[config.mk]
export PLATFORM = sky130hd
export DESIGN_NAME = modem_line_remote_control
export DESIGN_NICKNAME = d
export VERILOG_FILES = /design/src/verilog/modem_line_pkg.sv /design/src/verilog/line_deb_if.sv /design/src/verilog/line_debounce.sv /design/src/verilog/modem_line_remote_control.sv
export SDC_FILE = /design/constraint.sdc
export NUM_CORES = 1
export LEC_CHECK = 0
export BUFFER_PORTS_ARGS = -buffer_cell sky130_fd_sc_hd__buf_4
export CORE_MARGIN = 10
export CORE_UTILIZATION = 51
export CTS_BUF_LIST = sky130_fd_sc_hd__clkbuf_8 sky130_fd_sc_hd__clkbuf_16
export DETAILED_ROUTE_END_ITERATION = 7
export PLACE_DENSITY = 0.78
export SLEW_MARGIN = 40
export SYNTH_ARGS = -nofsm -noshare
export SYNTH_HDL_FRONTEND = slang
export SYNTH_SLANG_ARGS = --single-unit
[constraint.sdc]
create_clock -name ref_clk -period 4.99 [get_ports ref_clk]
set_input_delay 0.998 -clock ref_clk [delete_from_list [all_inputs] [get_ports ref_clk]]
set_output_delay 0.998 -clock ref_clk [all_outputs]
set_load 0.1 [all_outputs]
[src/verilog/modem_line_pkg.sv]
// Constants for the modem line remote control block.
// Assumes a 25 MHz system clock and a byte-addressed Avalon-MM register port.
// Behaviour
// RULE1: Host retries an unanswered command at most three extra times.
// RULE2: After four unanswered attempts the host stops commands until port reopens.
// RULE3: A denied or rejected command is not retried; host disables commands.
// RULE4: Every set-RTS or set-DTR command is answered OK, even when ignored.
// RULE5: With flow control zero, set-RTS commands drive RTS to the asked level.
// RULE6: With flow control one, set-RTS commands are dropped; RTS throttles receive.
// RULE7: Line-ready mode zero obeys set-DTR; mode one drives DTR from connection.
// RULE8: CTS and DSR changes are reported only for lines enabled in the mask.
// RULE9: Host enables both lines without flow control, only DSR with it.
// RULE10: Host rewrites the mask right after each flow-control change command.
// RULE11: With flow control on, CTS paces serial transmission toward the device.
// RULE12: Inline enable one embeds notifications in data; otherwise separate datagrams.
// RULE13: Target select zero sends notifications to the last command source port.
// RULE14: Under last-port targeting, no notification before a port is known; with inline enable one the code still sends in-band ones.
// RULE15: Notifications only while a data connection exists; commands accepted always.
// RULE16: A line change counts only after 20 ms of stable new level.
// RULE17: In-band mode, host opens a connection before sending pending commands.
// RULE18: Host sends out-of-band line commands without waiting for buffered data.
// RULE19: In-band data byte 255 is doubled by sender and collapsed by receiver.
// RULE20: Each notification carries current debounced levels of all masked lines.

package modem_line_pkg;

  // ==========================================================================
  // Timing
  localparam int unsigned CLK_HZ       = 25_000_000;
  localparam int unsigned DEBOUNCE_MS  = 20;
  localparam int unsigned DEBOUNCE_CYC = DEBOUNCE_MS * (CLK_HZ / 1000);

  // ==========================================================================
  // Register map, byte addresses
  localparam logic [3:0] CTRL_OFS   = 4'h0;
  localparam logic [3:0] STATUS_OFS = 4'h4;
  localparam logic [3:0] PORT_OFS   = 4'h8;
  localparam logic [3:0] DEST_OFS   = 4'hC;

  // Control register fields
  localparam int CTRL_FC_BIT      = 0;
  localparam int CTRL_LRM_BIT     = 1;
  localparam int CTRL_INLINE_BIT  = 2;
  localparam int CTRL_TARGET_BIT  = 3;
  localparam int CTRL_MASK_LSB    = 4;
  localparam logic [5:0] CTRL_RST = 6'h00;

  // Line indices in masks and level vectors
  localparam int LINE_CTS = 0;
  localparam int LINE_DSR = 1;

  // ==========================================================================
  // Remote commands and reply codes
  typedef enum logic [2:0] {
    CMD_NONE     = 3'b000,
    CMD_SET_RTS  = 3'b001,
    CMD_SET_DTR  = 3'b010,
    CMD_SET_FC   = 3'b011,
    CMD_SET_MASK = 3'b100
  } cmd_e;

  localparam logic [7:0] REPLY_OK     = 8'h41;
  localparam logic [7:0] REPLY_REJECT = 8'h52;
  localparam logic [7:0] ESC_BYTE     = 8'hFF;

endpackage : modem_line_pkg

[src/verilog/line_deb_if.sv]
// Carrier between the control block and its line debouncer.
// Assumes one clock shared by both ends.
`timescale 1ns/1ns
`default_nettype none

interface line_deb_if;
  logic [1:0] raw;
  logic [1:0] level;
  logic [1:0] change;

  modport ctl (output raw, input level, input change);
  modport deb (input raw, output level, output change);
endinterface : line_deb_if

`default_nettype wire

[src/verilog/line_debounce.sv]
// Debouncer for the CTS and DSR inputs.
// Assumes inputs synchronous to ref_clk; resets to both lines low.
`timescale 1ns/1ns
`default_nettype none

module line_debounce #(
  parameter int unsigned STABLE_CYC = modem_line_pkg::DEBOUNCE_CYC
) (
  // Clock and reset
  input  wire logic ref_clk,
  input  wire logic rst_b,
  // Lines
  line_deb_if.deb   lines
);

  genvar g;
  generate
    for (g = 0; g < 2; g++) begin : g_line
      logic [19:0] cnt_q;
      logic        lvl_q;
      logic        chg_q;
      wire         differs = lines.raw[g] != lvl_q;
      wire         done    = cnt_q >= 20'(STABLE_CYC - 1);

      // A new level must hold for the full stable time before it is taken.
      always_ff @(posedge ref_clk) begin
        if (!rst_b) begin
          cnt_q <= 20'h00000;
          lvl_q <= 1'b0;
          chg_q <= 1'b0;
        end else begin
          chg_q <= 1'b0;
          if (!differs) begin
            cnt_q <= 20'h00000;
          end else if (done) begin // RULE16
            cnt_q <= 20'h00000;
            lvl_q <= lines.raw[g];
            chg_q <= 1'b1;
          end else begin
            cnt_q <= cnt_q + 20'h00001;
          end
        end
      end

      assign lines.level[g]  = lvl_q;
      assign lines.change[g] = chg_q;
    end
  endgenerate

endmodule : line_debounce

`default_nettype wire

[src/verilog/modem_line_remote_control.sv]
// Modem control line handling of the serial network server.
// Assumes remote commands arrive decoded with their source port, one per cycle.
// Assumes all inputs are synchronous to ref_clk.
`timescale 1ns/1ns
`default_nettype none

module modem_line_remote_control #(
  parameter int unsigned DEBOUNCE_CYC = modem_line_pkg::DEBOUNCE_CYC
) (
  // Clock and reset
  input  wire logic        ref_clk,
  input  wire logic        rst_b,
  // Avalon-MM register slave
  input  wire logic [3:0]  avs_address,
  input  wire logic        avs_read,
  input  wire logic        avs_write,
  input  wire logic [31:0] avs_writedata,
  output logic      [31:0] avs_readdata,
  output logic             avs_waitrequest,
  // Remote commands from the virtual port host
  input  wire logic        cmd_valid,
  input  wire logic [2:0]  cmd_code,
  input  wire logic        cmd_arg,
  input  wire logic [1:0]  cmd_mask,
  input  wire logic [15:0] cmd_src_port,
  output logic             rsp_valid,
  output logic [7:0]       rsp_code,
  // Network data toward the serial side
  input  wire logic        net_rx_valid,
  input  wire logic [7:0]  net_rx_byte,
  output logic             ser_out_valid,
  output logic [7:0]       ser_out_byte,
  output logic             inband_cmd_start,
  // Line-change notifications
  input  wire logic        conn_up,
  output logic             ntf_valid,
  output logic             ntf_inband,
  output logic [15:0]      ntf_port,
  output logic [1:0]       ntf_lines,
  // Serial port pins and pacing
  input  wire logic        cts_in,
  input  wire logic        dsr_in,
  input  wire logic        rx_almost_full,
  output logic             rts_out,
  output logic             dtr_out,
  output logic             ser_tx_allow
);

  // ==========================================================================
  // Debounced lines
  // Only settled levels and one-cycle change pulses leave the filter; the
  // raw pins are never used directly below.
  line_deb_if lines ();

  assign lines.raw = {dsr_in, cts_in};

  line_debounce #(
    .STABLE_CYC (DEBOUNCE_CYC)
  ) u_deb (
    .ref_clk (ref_clk),
    .rst_b   (rst_b),
    .lines   (lines)
  );

  // ==========================================================================
  // Configuration and state
  // Software and remote commands both write the control word; a command's field
  // wins over a bus write that lands in the same cycle; other bits take the bus value.
  logic [5:0]  ctrl_q;
  logic [15:0] dest_q;
  logic [15:0] last_port_q;
  logic        port_known_q;
  logic        rts_cmd_q;
  logic        dtr_cmd_q;
  logic        wait_q;
  logic [31:0] rdata_q;

  wire        flow_control_param    = ctrl_q[modem_line_pkg::CTRL_FC_BIT];
  wire        line_ready_mode       = ctrl_q[modem_line_pkg::CTRL_LRM_BIT];
  wire        inline_command_enable = ctrl_q[modem_line_pkg::CTRL_INLINE_BIT];
  wire        report_target_select  = ctrl_q[modem_line_pkg::CTRL_TARGET_BIT];
  wire [1:0]  line_report_mask      = ctrl_q[modem_line_pkg::CTRL_MASK_LSB +: 2];

  // ==========================================================================
  // Register bus decode
  wire bus_req    = avs_read | avs_write;
  wire bus_commit = avs_write & ~wait_q;
  wire sel_ctrl   = avs_address == modem_line_pkg::CTRL_OFS;
  wire sel_status = avs_address == modem_line_pkg::STATUS_OFS;
  wire sel_port   = avs_address == modem_line_pkg::PORT_OFS;
  wire sel_dest   = avs_address == modem_line_pkg::DEST_OFS;

  // Status and port are read only; unmapped offsets read zero.
  wire [31:0] status_word = {26'h0000000, conn_up, port_known_q, dtr_out, rts_out,
                             lines.level};
  wire [31:0] rd_mux = sel_ctrl   ? {26'h0000000, ctrl_q} :
                       sel_status ? status_word :
                       sel_port   ? {16'h0000, last_port_q} :
                       sel_dest   ? {16'h0000, dest_q} : 32'h00000000;

  // Waitrequest drops for one cycle after a request is seen; writes commit then.
  always_ff @(posedge ref_clk) begin
    if (!rst_b) begin
      wait_q  <= 1'b1;
      rdata_q <= 32'h00000000;
    end else begin
      wait_q <= ~(bus_req & wait_q);
      if (bus_req & wait_q) begin
        rdata_q <= avs_read ? rd_mux : 32'h00000000;
      end
    end
  end

  // ==========================================================================
  // Remote command decode
  wire cmd_rts  = cmd_valid && cmd_code == modem_line_pkg::CMD_SET_RTS;
  wire cmd_dtr  = cmd_valid && cmd_code == modem_line_pkg::CMD_SET_DTR;
  wire cmd_fc   = cmd_valid && cmd_code == modem_line_pkg::CMD_SET_FC;
  wire cmd_mask_w = cmd_valid && cmd_code == modem_line_pkg::CMD_SET_MASK;
  wire cmd_known  = cmd_rts | cmd_dtr | cmd_fc | cmd_mask_w;

  // Commands are taken whether or not a data connection exists.
  wire [5:0] ctrl_bus = bus_commit && sel_ctrl ? avs_writedata[5:0] : ctrl_q;
  wire [5:0] ctrl_fc  = cmd_fc ?
                        {ctrl_bus[5:1], cmd_arg} : ctrl_bus;
  wire [5:0] ctrl_d   = cmd_mask_w ?
                        {cmd_mask, ctrl_fc[3:0]} : ctrl_fc;

  always_ff @(posedge ref_clk) begin
    if (!rst_b) begin
      ctrl_q       <= modem_line_pkg::CTRL_RST;
      dest_q       <= 16'h0000;
      last_port_q  <= 16'h0000;
      port_known_q <= 1'b0;
    end else begin
      ctrl_q <= ctrl_d;
      if (bus_commit && sel_dest) begin
        dest_q <= avs_writedata[15:0];
      end
      if (cmd_valid) begin
        last_port_q  <= cmd_src_port; // RULE13
        port_known_q <= 1'b1; // RULE14
      end
    end
  end

  // ==========================================================================
  // Replies: set-RTS and set-DTR are always acknowledged OK.
  // The reply does not depend on whether the change was applied, so the
  // host never retries a command that was ignored on purpose.
  wire [7:0] rsp_sel = cmd_known ? modem_line_pkg::REPLY_OK // RULE4
                                 : modem_line_pkg::REPLY_REJECT;

  always_ff @(posedge ref_clk) begin
    if (!rst_b) begin
      rsp_valid <= 1'b0;
      rsp_code  <= 8'h00;
    end else begin
      rsp_valid <= cmd_valid;
      if (cmd_valid) begin
        rsp_code <= rsp_sel;
      end
    end
  end

  // ==========================================================================
  // RTS and DTR outputs
  // An ignored command leaves the stored request untouched, so the line
  // returns to the last obeyed level when the owning mode is left.
  // Under flow control the device throttles its own receive side.
  wire rts_d      = flow_control_param ? ~rx_almost_full : rts_cmd_q; // RULE6
  wire dtr_d      = line_ready_mode ? conn_up : dtr_cmd_q; // RULE7
  wire tx_allow_d = ~flow_control_param | lines.level[modem_line_pkg::LINE_CTS]; // RULE11

  always_ff @(posedge ref_clk) begin
    if (!rst_b) begin
      rts_cmd_q    <= 1'b0;
      dtr_cmd_q    <= 1'b0;
      rts_out      <= 1'b0;
      dtr_out      <= 1'b0;
      ser_tx_allow <= 1'b0;
    end else begin
      if (cmd_rts && !flow_control_param) begin
        rts_cmd_q <= cmd_arg; // RULE5
      end
      if (cmd_dtr && !line_ready_mode) begin
        dtr_cmd_q <= cmd_arg; // RULE7
      end
      rts_out      <= rts_d;
      dtr_out      <= dtr_d;
      ser_tx_allow <= tx_allow_d;
    end
  end

  // ==========================================================================
  // Line-change notifications
  wire masked_change = |(lines.change & line_report_mask); // RULE8
  wire target_ok     = report_target_select | port_known_q; // RULE14
  wire ntf_fire      = masked_change && conn_up && // RULE15
                       (inline_command_enable || target_ok);

  // Port and levels are latched with the pulse and hold until the next one.
  wire [15:0] ntf_port_d  = report_target_select ? dest_q : last_port_q; // RULE13
  wire [1:0]  ntf_lines_d = lines.level & line_report_mask; // RULE20

  always_ff @(posedge ref_clk) begin
    if (!rst_b) begin
      ntf_valid  <= 1'b0;
      ntf_inband <= 1'b0;
      ntf_port   <= 16'h0000;
      ntf_lines  <= 2'b00;
    end else begin
      ntf_valid <= ntf_fire;
      if (ntf_fire) begin
        ntf_inband <= inline_command_enable; // RULE12
        ntf_port   <= ntf_port_d;
        ntf_lines  <= ntf_lines_d;
      end
    end
  end

  // ==========================================================================
  // Escape collapsing of network data toward the serial side
  // In inline mode an escape byte is held back until the next byte shows
  // whether it was doubled data or the start of an embedded command.
  // A pending escape survives idle cycles between bytes and is dropped
  // only when inline mode is switched off.
  logic esc_pend_q;

  wire rx_is_esc  = net_rx_byte == modem_line_pkg::ESC_BYTE;
  wire rx_escaped = inline_command_enable && net_rx_valid;

  always_ff @(posedge ref_clk) begin
    if (!rst_b) begin
      esc_pend_q       <= 1'b0;
      ser_out_valid    <= 1'b0;
      ser_out_byte     <= 8'h00;
      inband_cmd_start <= 1'b0;
    end else begin
      ser_out_valid    <= 1'b0;
      inband_cmd_start <= 1'b0;
      if (!rx_escaped) begin
        esc_pend_q <= esc_pend_q & inline_command_enable;
        if (net_rx_valid) begin
          ser_out_valid <= 1'b1;
          ser_out_byte  <= net_rx_byte;
        end
      end else if (esc_pend_q) begin
        esc_pend_q <= 1'b0;
        if (rx_is_esc) begin
          ser_out_valid <= 1'b1; // RULE19
          ser_out_byte  <= modem_line_pkg::ESC_BYTE;
        end else begin
          inband_cmd_start <= 1'b1;
        end
      end else if (rx_is_esc) begin
        esc_pend_q <= 1'b1; // RULE19
      end else begin
        ser_out_valid <= 1'b1;
        ser_out_byte  <= net_rx_byte;
      end
    end
  end

  assign avs_waitrequest = wait_q;
  assign avs_readdata    = rdata_q;

endmodule : modem_line_remote_control

`default_nettype wire

==> impl_metrics.toml, run 1 <==
[sta]
clock_skew_ns = 0.00700
hold_viol = 0
finalCritPeriodShare = 0.509
worst-slew-pin-transition_ns = 0.695
clock.fmax_mhz = 394
setup_viol = 0
slew_headroom = 0.533
hold_slack_ns = 0.461
rsz0062_at_grt = "no"
slew_viol_final = 0
min_period_ns = 2.54
finalSetupTns_ns = 0

[synth]
synth_top_area_frac = 0.460
syn_inst = 637
synthArstFlopShare = 0
ys_types = 46
synth_ff_type = "dfxtp_1"
synth_edf_count = 0
synth.largest_area_cell = "dfxtp_1"
ys_ff_latch = 139
yosys_warnings = 0
ys_seq_area_frac = 0.460
ys_top_cells_by_area = "dfxtp_1 (46%), mux2i_1 (11%), nor2b_1 (4.3%)"
postSynthAreaPerCell_um2 = 9.51
synthMostInstantiatedCell = "dfxtp_1"
netlist_top_cells_count = "dfxtp_1 (139), mux2i_1 (67), nand2_1 (58)"
synthesis.area_um2 = 6060

[placed_design]
dp_cells = 863
dpl_cell_area_um2 = 6930
place.gp.congestion = 0.811
hpwl_mm = 11.1
portBuffers = 114

[power]
p_leak_nw = 3.37
p_per_area_nw_per_um2 = 357
clkPwrFrac = 0.462
power_w = 0.00268
pwr-share-comb = 0.109
p_int_w = 0.00195
peakVddDrop_uv = 262
net-switching-power_w = 0.000728
p_sw_frac = 0.271
p_seq_frac = 0.429

[cts]
cts_tree = "built"
cts_made_buffers = 17
insertion_delay_ns = 0.43
clockBufferDepth = 2
cts_root_buffer = "clkbuf_16"
cts.sinks = 139
cts_resized = 0
clkTransAtPathRegs_ns = 0.06
htreeDepth = 4
cts_setup_buffers = 0
cts-hold-fix-buffers = 0

[setup_path]
crit_required_ns = 5.30
worstPathArrival_ns = 2.85
worstSetupEndpointType = "flip-flop"
worstSetupStartpointType = "input pin"
r2r_setup_slack_ns = 2.78
crit_fanout = 8
critPathKind = "input pin to flip-flop"

[detailed_routing]
post_drt_wl_per_cell_um = 17.0
drtIter0Drc = 414
drtAntennaViolNets = 0
drc_errors = 0
finalWirelength_mm = 15.3
vias_per_cell = 5.40
first_pass_iters = 4
vias = 4830

[floorplan]
fp.dieH_um = 129
rows = 39
coreArea_um2 = 11500
boundaryPins = 151
dieArea_um2 = 16600
floorplan.initialDensity = 0.526
die_w_um = 129

[outcome]
status = "finished clean"

[final_layout]
antennaDiodeCount = 0
fillers = 943
fin_area_um2 = 7520
layout-drive-gt1-share = 0.211
layout.nets = 819
syn_to_final_growth_pct = 24.2
instances_no_fill = 895

[grt]
grt_max_degree = 97
antenna_found_initial = 0
overflow = 0
grt_pass1_vias = 4945
grt_usage = 0.182
grt_pass1_wl_mm = 24.2

[job]
cap_violations = 0

[worst_hold_path]
hold_class = "flip-flop to flip-flop"
[logic make-up (layout without fill, tap and decap cells)]
family	after synthesis	after routing	share of synthesized area
compound gates	92	92	0.116
xor+xnor	33	33	0.0477
fa+ha+maj	4	4	0.00826
buf+inv	65	159	0.0560
flops	139	139	0.460
mux	67	67	0.111
other cells	1	22	0.000619
simple gates	236	236	0.201
[state kept, by name, summed over array words and instances (netlist names), 2 cells and up]
| signal | cells |
|---|---|
| u_deb.g_line.lvl_q | 2 |
| ntf_lines | 2 |
| last_port_q | 16 |
| rsp_code | 3 |
| dest_q | 16 |
| u_deb.g_line.cnt_q | 40 |
| avs_readdata | 16 |
| u_deb.g_line.chg_q | 2 |
| ctrl_q | 6 |
| ntf_port | 16 |
| ser_out_byte | 8 |
[power groups by stage]
stage | Combinational (W) | Clock [W] | Sequential (W)
after global placement | 0.000287 | 0 | 0.00117
final | 0.000291 | 0.00124 | 0.00115
after global routing | 0.000307 | 0.00131 | 0.00115
after CTS | 0.000292 | 0.00126 | 0.00115
after detailed placement | 0.000291 | 0 | 0.00117
after floorplan | 0.000164 | 0 | 0.00123
[path summary, 6_finish.rpt]
kind,cells after the start,startpoint,to
max reg2reg,6,u_deb.g_line[1].cnt_q[0],u_deb.g_line[1].cnt_q[18]
min reg2reg,2,avs_readdata[3],avs_readdata[3]
min,2,avs_readdata[3],avs_readdata[3]
max,6,avs_address[1],ctrl_q[0]
[cells in the final DEF (no fill, tap or decap), types with 11 or more instances in the layout]
cell       synthesis  layout
xor2_1            20      20
a22oi_1           11      11
nand3_1           19      19
buf_4             22     116
nor2b_1           42      42
xnor2_1           13      13
and2_1            15      15
nand2_1           58      58
clkbuf_16          0      17
conb_1             1      22
nor2_1            52      51
dfxtp_1          139     138
o21ai_0           23      22
mux2i_1           67      67
o211a_1           20      20
[worst max-delay path: stages]
cell and delay, ns:
buf_4 0.12, or3_1 0.54, or4b_1 0.75, mux2i_1 0.23
a21oi_1 0.06, o21a_1 0.16
[final cells by class]
| cell class | instances | area (um^2) | area share |
|---|---|---|---|
| clock buffer | 17 | 425 | 0.0566 |
| clock inverter | 15 | 166 | 0.0221 |
| inverter | 8 | 30.0 | 0.00399 |
| multi-input combinational | 454 | 3030 | 0.403 |
| sequential | 139 | 2780 | 0.370 |
| tap | 143 | 179 | 0.0238 |
| timing repair buffer | 119 | 905 | 0.120 |
[metrics by stage]
stage / util / setup WS [ns]
final: 0.653 / 2.45
after floorplan: - / 2.41
after CTS: 0.653 / 2.48
after global placement: 0.599 / 1.82
after detailed placement: 0.601 / 2.04
after global routing: 0.653 / 2.41
[layer usage]
layer,vias up,part of all wire,GRT usage
met5,-,0,0
met4,0,0.025,0.0796
met3,25,0.088,0.0776
met2,154,0.48,0.294
met1,2274,0.41,0.208
li1,2377,-,-
Note: power is estimated with default switching activity, not from simulation.
==> run 2: changes to the inputs <==
--- a/config.mk
+++ b/config.mk
@@ -5,12 +5,13 @@
 export SDC_FILE = /design/constraint.sdc
 export NUM_CORES = 1
 export LEC_CHECK = 0
+export ABC_AREA = 1
 export BUFFER_PORTS_ARGS = -buffer_cell sky130_fd_sc_hd__buf_4
 export CORE_MARGIN = 10
 export CORE_UTILIZATION = 51
 export CTS_BUF_LIST = sky130_fd_sc_hd__clkbuf_8 sky130_fd_sc_hd__clkbuf_16
 export DETAILED_ROUTE_END_ITERATION = 7
-export PLACE_DENSITY = 0.78
+export PLACE_DENSITY = 0.77
 export SLEW_MARGIN = 40
 export SYNTH_ARGS = -nofsm -noshare
 export SYNTH_HDL_FRONTEND = slang
==> constraint.sdc (replaced) <==
create_clock -name ref_clk -period 2.4 [get_ports ref_clk]
set_input_delay 0.48 -clock ref_clk [delete_from_list [all_inputs] [get_ports ref_clk]]
set_output_delay 0.48 -clock ref_clk [all_outputs]
set_load 0.1 [all_outputs]
==> run 2 against run 1 <==
  * Sequential share of layout area shrank 1.8 points
  * Sequential power grew 110%
  * Power grew 120%
  * Synthesized cell count grew 37%
  * Critical path type unchanged
  * Highest routed layer unchanged
  * Hold slack lost 0.21 ns
  * Non-clock buffer count grew 3
==> impl_metrics.toml, run 2 <==
[outcome]
status = "finished clean"

[grt]
grt_max_degree = 46
grt_pass1_wl_mm = 27.2
antenna_found_initial = 0
grt_usage = 0.189
grt_pass1_vias = 5462
overflow = 0

[placed_design]
dpl_cell_area_um2 = 7240
portBuffers = 114
place.gp.congestion = 0.864
post-place-ws_ns = 0.341
hpwl_mm = 12.2

[synth]
synth.largest_area_cell = "dfxtp_1"
synth_edf_count = 0
ys_seq_area_frac = 0.439
synthesis.area_um2 = 6330
ys_ff_latch = 139
synthArstFlopShare = 0
ys_top_cells_by_area = "dfxtp_1 (44%), nand2_1 (11%), a21oi_1 (7.4%)"
netlist_top_cells_count = "nand2_1 (189), dfxtp_1 (139), inv_1 (96)"
syn_inst = 874
synthMostInstantiatedCell = "nand2_1"
synth_ff_type = "dfxtp_1"
synth_top_area_frac = 0.439
ys_types = 40
postSynthAreaPerCell_um2 = 7.25
yosys_warnings = 0

[cts]
clockBufferDepth = 2
clkTransAtPathRegs_ns = 0.06
cts_root_buffer = "clkbuf_16"
cts_made_buffers = 17
insertion_delay_ns = 0.42
cts-hold-fix-buffers = 0
cts_resized = 0
cts.sinks = 139
cts_setup_buffers = 0
htreeDepth = 4
cts_tree = "built"

[power]
p_per_area_nw_per_um2 = 752
peakVddDrop_uv = 429
p_leak_nw = 3.18
power_w = 0.00594

[setup_path]
worstPathArrival_ns = 1.97
critPathKind = "input pin to flip-flop"
critical_path.slowest_cell = "nor4_1"
critPathMaxStageDelay_ns = 0.49
crit_required_ns = 2.70
cp_cell_sequence = "buf_4 -> inv_1 -> nor4_1 -> ha_1 -> nor2_1 -> a22oi_2 -> inv_1 -> o21ai_0 -> nor2_1"
worstSetupStartpointType = "input pin"
crit_fanout = 10
worstSetupEndpointType = "flip-flop"

[floorplan]
coreArea_um2 = 12100
boundaryPins = 151
floorplan.initialDensity = 0.525
rows = 40
fp.dieH_um = 131
die_w_um = 131
dieArea_um2 = 17300

[job]
cap_violations = 0

[sta]
slew_headroom = 0.644
slew_viol_final = 0
hold_viol = 0
clock_skew_ns = 0.00716
setup_ws_ns = 0.733
rsz0062_at_grt = "no"
setup_viol = 0
worst-slew-pin-transition_ns = 0.531
finalSetupTns_ns = 0
min_period_ns = 1.67
clock.fmax_mhz = 600
finalCritPeriodShare = 0.695

[final_layout]
fillers = 1048
layout-drive-gt1-share = 0.191
largest_reg_flops = 40
syn_to_final_growth_pct = 24.7
layout.nets = 1067
layout_commonest_cell = "nand2_1"
fin_area_um2 = 7900
antennaDiodeCount = 0
top_register = "u_deb.g_line.cnt_q"
layout_common_cells = "nand2_1 (189), dfxtp_1 (139), buf_4 (122)"

[detailed_routing]
first_pass_iters = 5
drc_errors = 0
drtAntennaViolNets = 0
post_drt_wl_per_cell_um = 14.3
vias_per_cell = 5.05
finalWirelength_mm = 16.7
vias = 5904
drtIter0Drc = 460

[worst_hold_path]
hold_class = "input pin to flip-flop"
run 2: cell count changes after synthesis, sizes merged, moves of 12 or more:
cell and change:
nand2 +135, inv +96, a21oi +94, mux2i -66, o21ai +53, nor2 +42, nor2b -42, o211a -20
nand3 +19, and2 -15, nand4 +12
run 2: cells by family after synthesis:
group | after synthesis | synth area share
buf+inv | 153 | 0.109
flops | 139 | 0.439
fa+ha+maj | 4 | 0.00790
compound gates | 196 | 0.165
mux | 1 | 0.00158
simple gates | 360 | 0.250
xor+xnor | 20 | 0.0277
other cells | 1 | 0.000592
run 2: final cells by class:
cell class | count | area [um^2] | share of cell area
Clock buffer | 18 | 439 | 0.0556
Clock inverter | 14 | 218 | 0.0276
Inverter | 104 | 390 | 0.0494
Multi-Input combinational cell | 603 | 2940 | 0.372
Sequential cell | 139 | 2780 | 0.352
Tap cell | 168 | 210 | 0.0266
Timing Repair Buffer | 122 | 916 | 0.116
run 2: final timing paths:
kind	startpoint	endpoint	slack [ns]	cells past startpoint
worst max register to register	u_deb.g_line[1].cnt_q[0]	u_deb.g_line[1].cnt_q[18]	0.75	7
worst min-delay path	rx_almost_full	rts_out	0.26	2
worst min register to register	rts_cmd_q	rts_cmd_q	0.45	2
worst max-delay path	net_rx_byte[6]	ser_out_byte[0]	0.73	9
run 2: critical path: cells and delay by family:
family	cells	cell delay (ns)
buffers and inverters	3	0.27
and+or+nand+nor	3	0.61
AOI/OAI and AO/OA	2	0.35
adders and majority gates	1	0.25
run 2: power by group:
part / switching [W] / total (W) / leakage, nW / internal [W]
clock: 0.00100 / 0.00288 / 0.313 / 0.00188
combinational: 0.000510 / 0.000668 / 1.74 / 0.000158
sequential: 0.0000300 / 0.00239 / 1.13 / 0.00236
total: 0.00154 / 0.00594 / 3.18 / 0.00440
run 2: stage by stage:
step / instances / utilization / hold WS (ns)
floorplan: 895 / - / 0.420
global placement: 1136 / 0.600 / 0.431
detailed placement: 1136 / 0.600 / 0.438
CTS: 1168 / 0.655 / 0.248
global route: 1168 / 0.655 / 0.250
finish: 1168 / 0.655 / 0.256
run 2: layer usage:
layer  GRT usage  wire length (um)  share of wire
met1       0.244              7620           0.45
met2       0.282              7400           0.44
met3      0.0644              1320          0.079
met4      0.0723               411          0.025
met5           0                 0              0
==> run 3: changes to the inputs <==
--- a/config.mk
+++ b/config.mk
@@ -8,10 +8,10 @@
 export ABC_AREA = 1
 export BUFFER_PORTS_ARGS = -buffer_cell sky130_fd_sc_hd__buf_4
 export CORE_MARGIN = 10
-export CORE_UTILIZATION = 51
+export CORE_UTILIZATION = 49
 export CTS_BUF_LIST = sky130_fd_sc_hd__clkbuf_8 sky130_fd_sc_hd__clkbuf_16
 export DETAILED_ROUTE_END_ITERATION = 7
-export PLACE_DENSITY = 0.77
+export PLACE_DENSITY = 0.78
 export SLEW_MARGIN = 40
 export SYNTH_ARGS = -nofsm -noshare
 export SYNTH_HDL_FRONTEND = slang
==> constraint.sdc (replaced) <==
create_clock -name ref_clk -period 1.53 [get_ports ref_clk]
set_input_delay 0.306 -clock ref_clk [delete_from_list [all_inputs] [get_ports ref_clk]]
set_output_delay 0.306 -clock ref_clk [all_outputs]
set_load 0.1 [all_outputs]
==> run 3 against run 2 <==
  * Count of clock-buffer cells in the layout is 2 higher
  * Combinational power is 66% higher
  * Register-to-register slack worse by 0.71 ns
  * Sequential share of layout area is 0.93 points lower
  * Core utilization is 1.1 points lower
  * Critical path type is now flip-flop to flip-flop
  * Power is 53% higher
  * Via count is 3.2% higher
  * Die area is 3.5% higher
  * Sequential power is 57% higher
  * Critical path depth is 3 lower
==> impl_metrics.toml, run 3 (synthesis results as in run 2) <==
[sta]
clock_skew_ns = 0.00767
setup_viol = 0
min_period_ns = 1.49
hold_viol = 0
slew_viol_final = 0
clock.fmax_mhz = 673
slew_headroom = 0.649
worst-slew-pin-transition_ns = 0.527
rsz0062_at_grt = "yes"
hold_slack_ns = 0.0917
finalSetupTns_ns = 0
finalCritPeriodShare = 0.971

[power]
p_per_area_nw_per_um2 = 1120
p_sw_frac = 0.266
pwr-share-comb = 0.122
clkPwrFrac = 0.465
net-switching-power_w = 0.00241
power_w = 0.00908
p_seq_frac = 0.413
peakVddDrop_uv = 861
p_int_w = 0.00667
p_leak_nw = 3.29

[floorplan]
boundaryPins = 151
rows = 41
floorplan.initialDensity = 0.502
coreArea_um2 = 12600
fp.dieH_um = 134
die_w_um = 134
dieArea_um2 = 17900

[setup_path]
critPathKind = "flip-flop to flip-flop"
worstPathArrival_ns = 1.78
reg2reg_depth = 6
worstSetupStartpointType = "flip-flop"
worstSetupEndpointType = "flip-flop"
critPathLaunch = "u_deb.g_line[0].cnt_q[1]"
critPathMaxStageDelay_ns = 0.35
r2r_setup_slack_ns = 0.04
crit_end = "u_deb.g_line[0].cnt_q[11]"
cp_cell_sequence = "ha_2 -> nand2_1 -> nor2_4 -> nand3_2 -> nand4_2 -> nor2_1"
critical_path.slowest_cell = "dfxtp_1"
r2r_start = "u_deb.g_line[0].cnt_q[1]"
r2r-end = "u_deb.g_line[0].cnt_q[11]"
crit_fanout = 9
crit_required_ns = 1.83

[final_layout]
top_register = "u_deb.g_line.cnt_q"
post-route-util = 0.644
layout_commonest_cell = "nand2_1"
fillers = 1086
layout.nets = 1089
multi_input_area_um2 = 3030
layout_common_cells = "nand2_1 (188), buf_4 (139), dfxtp_1 (137)"
layout-drive-gt1-share = 0.218
syn_to_final_growth_pct = 28.3
instances_no_fill = 1193
antennaDiodeCount = 0
largest_reg_flops = 40
area.sequential_um2 = 2790

[detailed_routing]
drc_errors = 0
first_pass_iters = 5
drtAntennaViolNets = 0
post_drt_wl_per_cell_um = 14.9
vias_per_cell = 5.11
vias = 6092
drtIter0Drc = 559
finalWirelength_mm = 17.7

[grt]
antenna_found_initial = 0
grt_pass1_vias = 5676
overflow = 0
grt_pass1_wl_mm = 28.1
grt_usage = 0.191
grt_max_degree = 60

[cts]
cts_made_buffers = 17
htreeDepth = 4
insertion_delay_ns = 0.42
cts.sinks = 139
cts_root_buffer = "clkbuf_16"
clockBufferDepth = 2
cts_tree = "built"
clkTransAtPathRegs_ns = 0.06

[job]
cap_violations = 0

[worst_hold_path]
hold_class = "input pin to flip-flop"

[placed_design]
hpwl_mm = 12.7
dp_cells = 1159
place.gp.congestion = 0.911
portBuffers = 114

[outcome]
status = "finished clean"
-- run 3: worst min-delay path by stage --
| stage | from | end | depth (start not counted) |
|---|---|---|---|
| after floorplan | rx_almost_full | rts_out | 1 |
| after global routing | rx_almost_full | rts_out | 2 |
| after CTS | rx_almost_full | rts_out | 2 |
| final | rx_almost_full | rts_out | 2 |
| after detailed placement | dtr_cmd_q | dtr_cmd_q | 2 |
| after global placement | dtr_cmd_q | dtr_cmd_q | 2 |
-- run 3: stage by stage --
step,cell area (um^2),setup slack [ns]
CTS,8070,0.0241
detailed placement,7450,-0.187
global placement,7450,-0.137
floorplan,6450,-0.0538
global route,8120,-0.0608
finish,8120,0.0448
-- run 3: worst max-delay path: cells and delay by family, from the launching register on --
family | cells | cell delay [ns]
AND/OR/NAND/NOR | 5 | 0.80
adder cells (fa/ha/maj) | 1 | 0.23
flip-flops | 1 | 0.35
-- run 3: repair_timing --
action	CTS	global route
pin swaps	0	2
resized for setup	1	6
gates cloned	0	2
setup endpoints to repair	1	39
hold buffers	0	0
setup buffers	0	1
-- run 3: cell type report --
cell class              instances  area share
repair buffers                142       0.135
inverters                     104      0.0481
clock inverters                11      0.0177
well taps                     172      0.0265
multi-input cells             605       0.372
flip-flops and latches        139       0.343
clock buffers                  20      0.0574
-- run 3: layer usage --
layer	vias to the layer above	routed length, um	GRT usage
met5	-	0	0
met4	0	349	0.0586
met3	33	1440	0.0515
met2	245	8370	0.308
met1	2739	7570	0.242
li1	3075	-	-
-- run 3: power groups by stage --
stage	Combinational [W]	Sequential [W]	Clock [W]
3_3_place_gp	0.00108	0.00383	0
3_5_place_dp	0.00108	0.00383	0
6_report	0.00111	0.00375	0.00422
2_1_floorplan	0.000587	0.00405	0
5_1_grt	0.00118	0.00376	0.00446
4_1_cts	0.00109	0.00375	0.00426
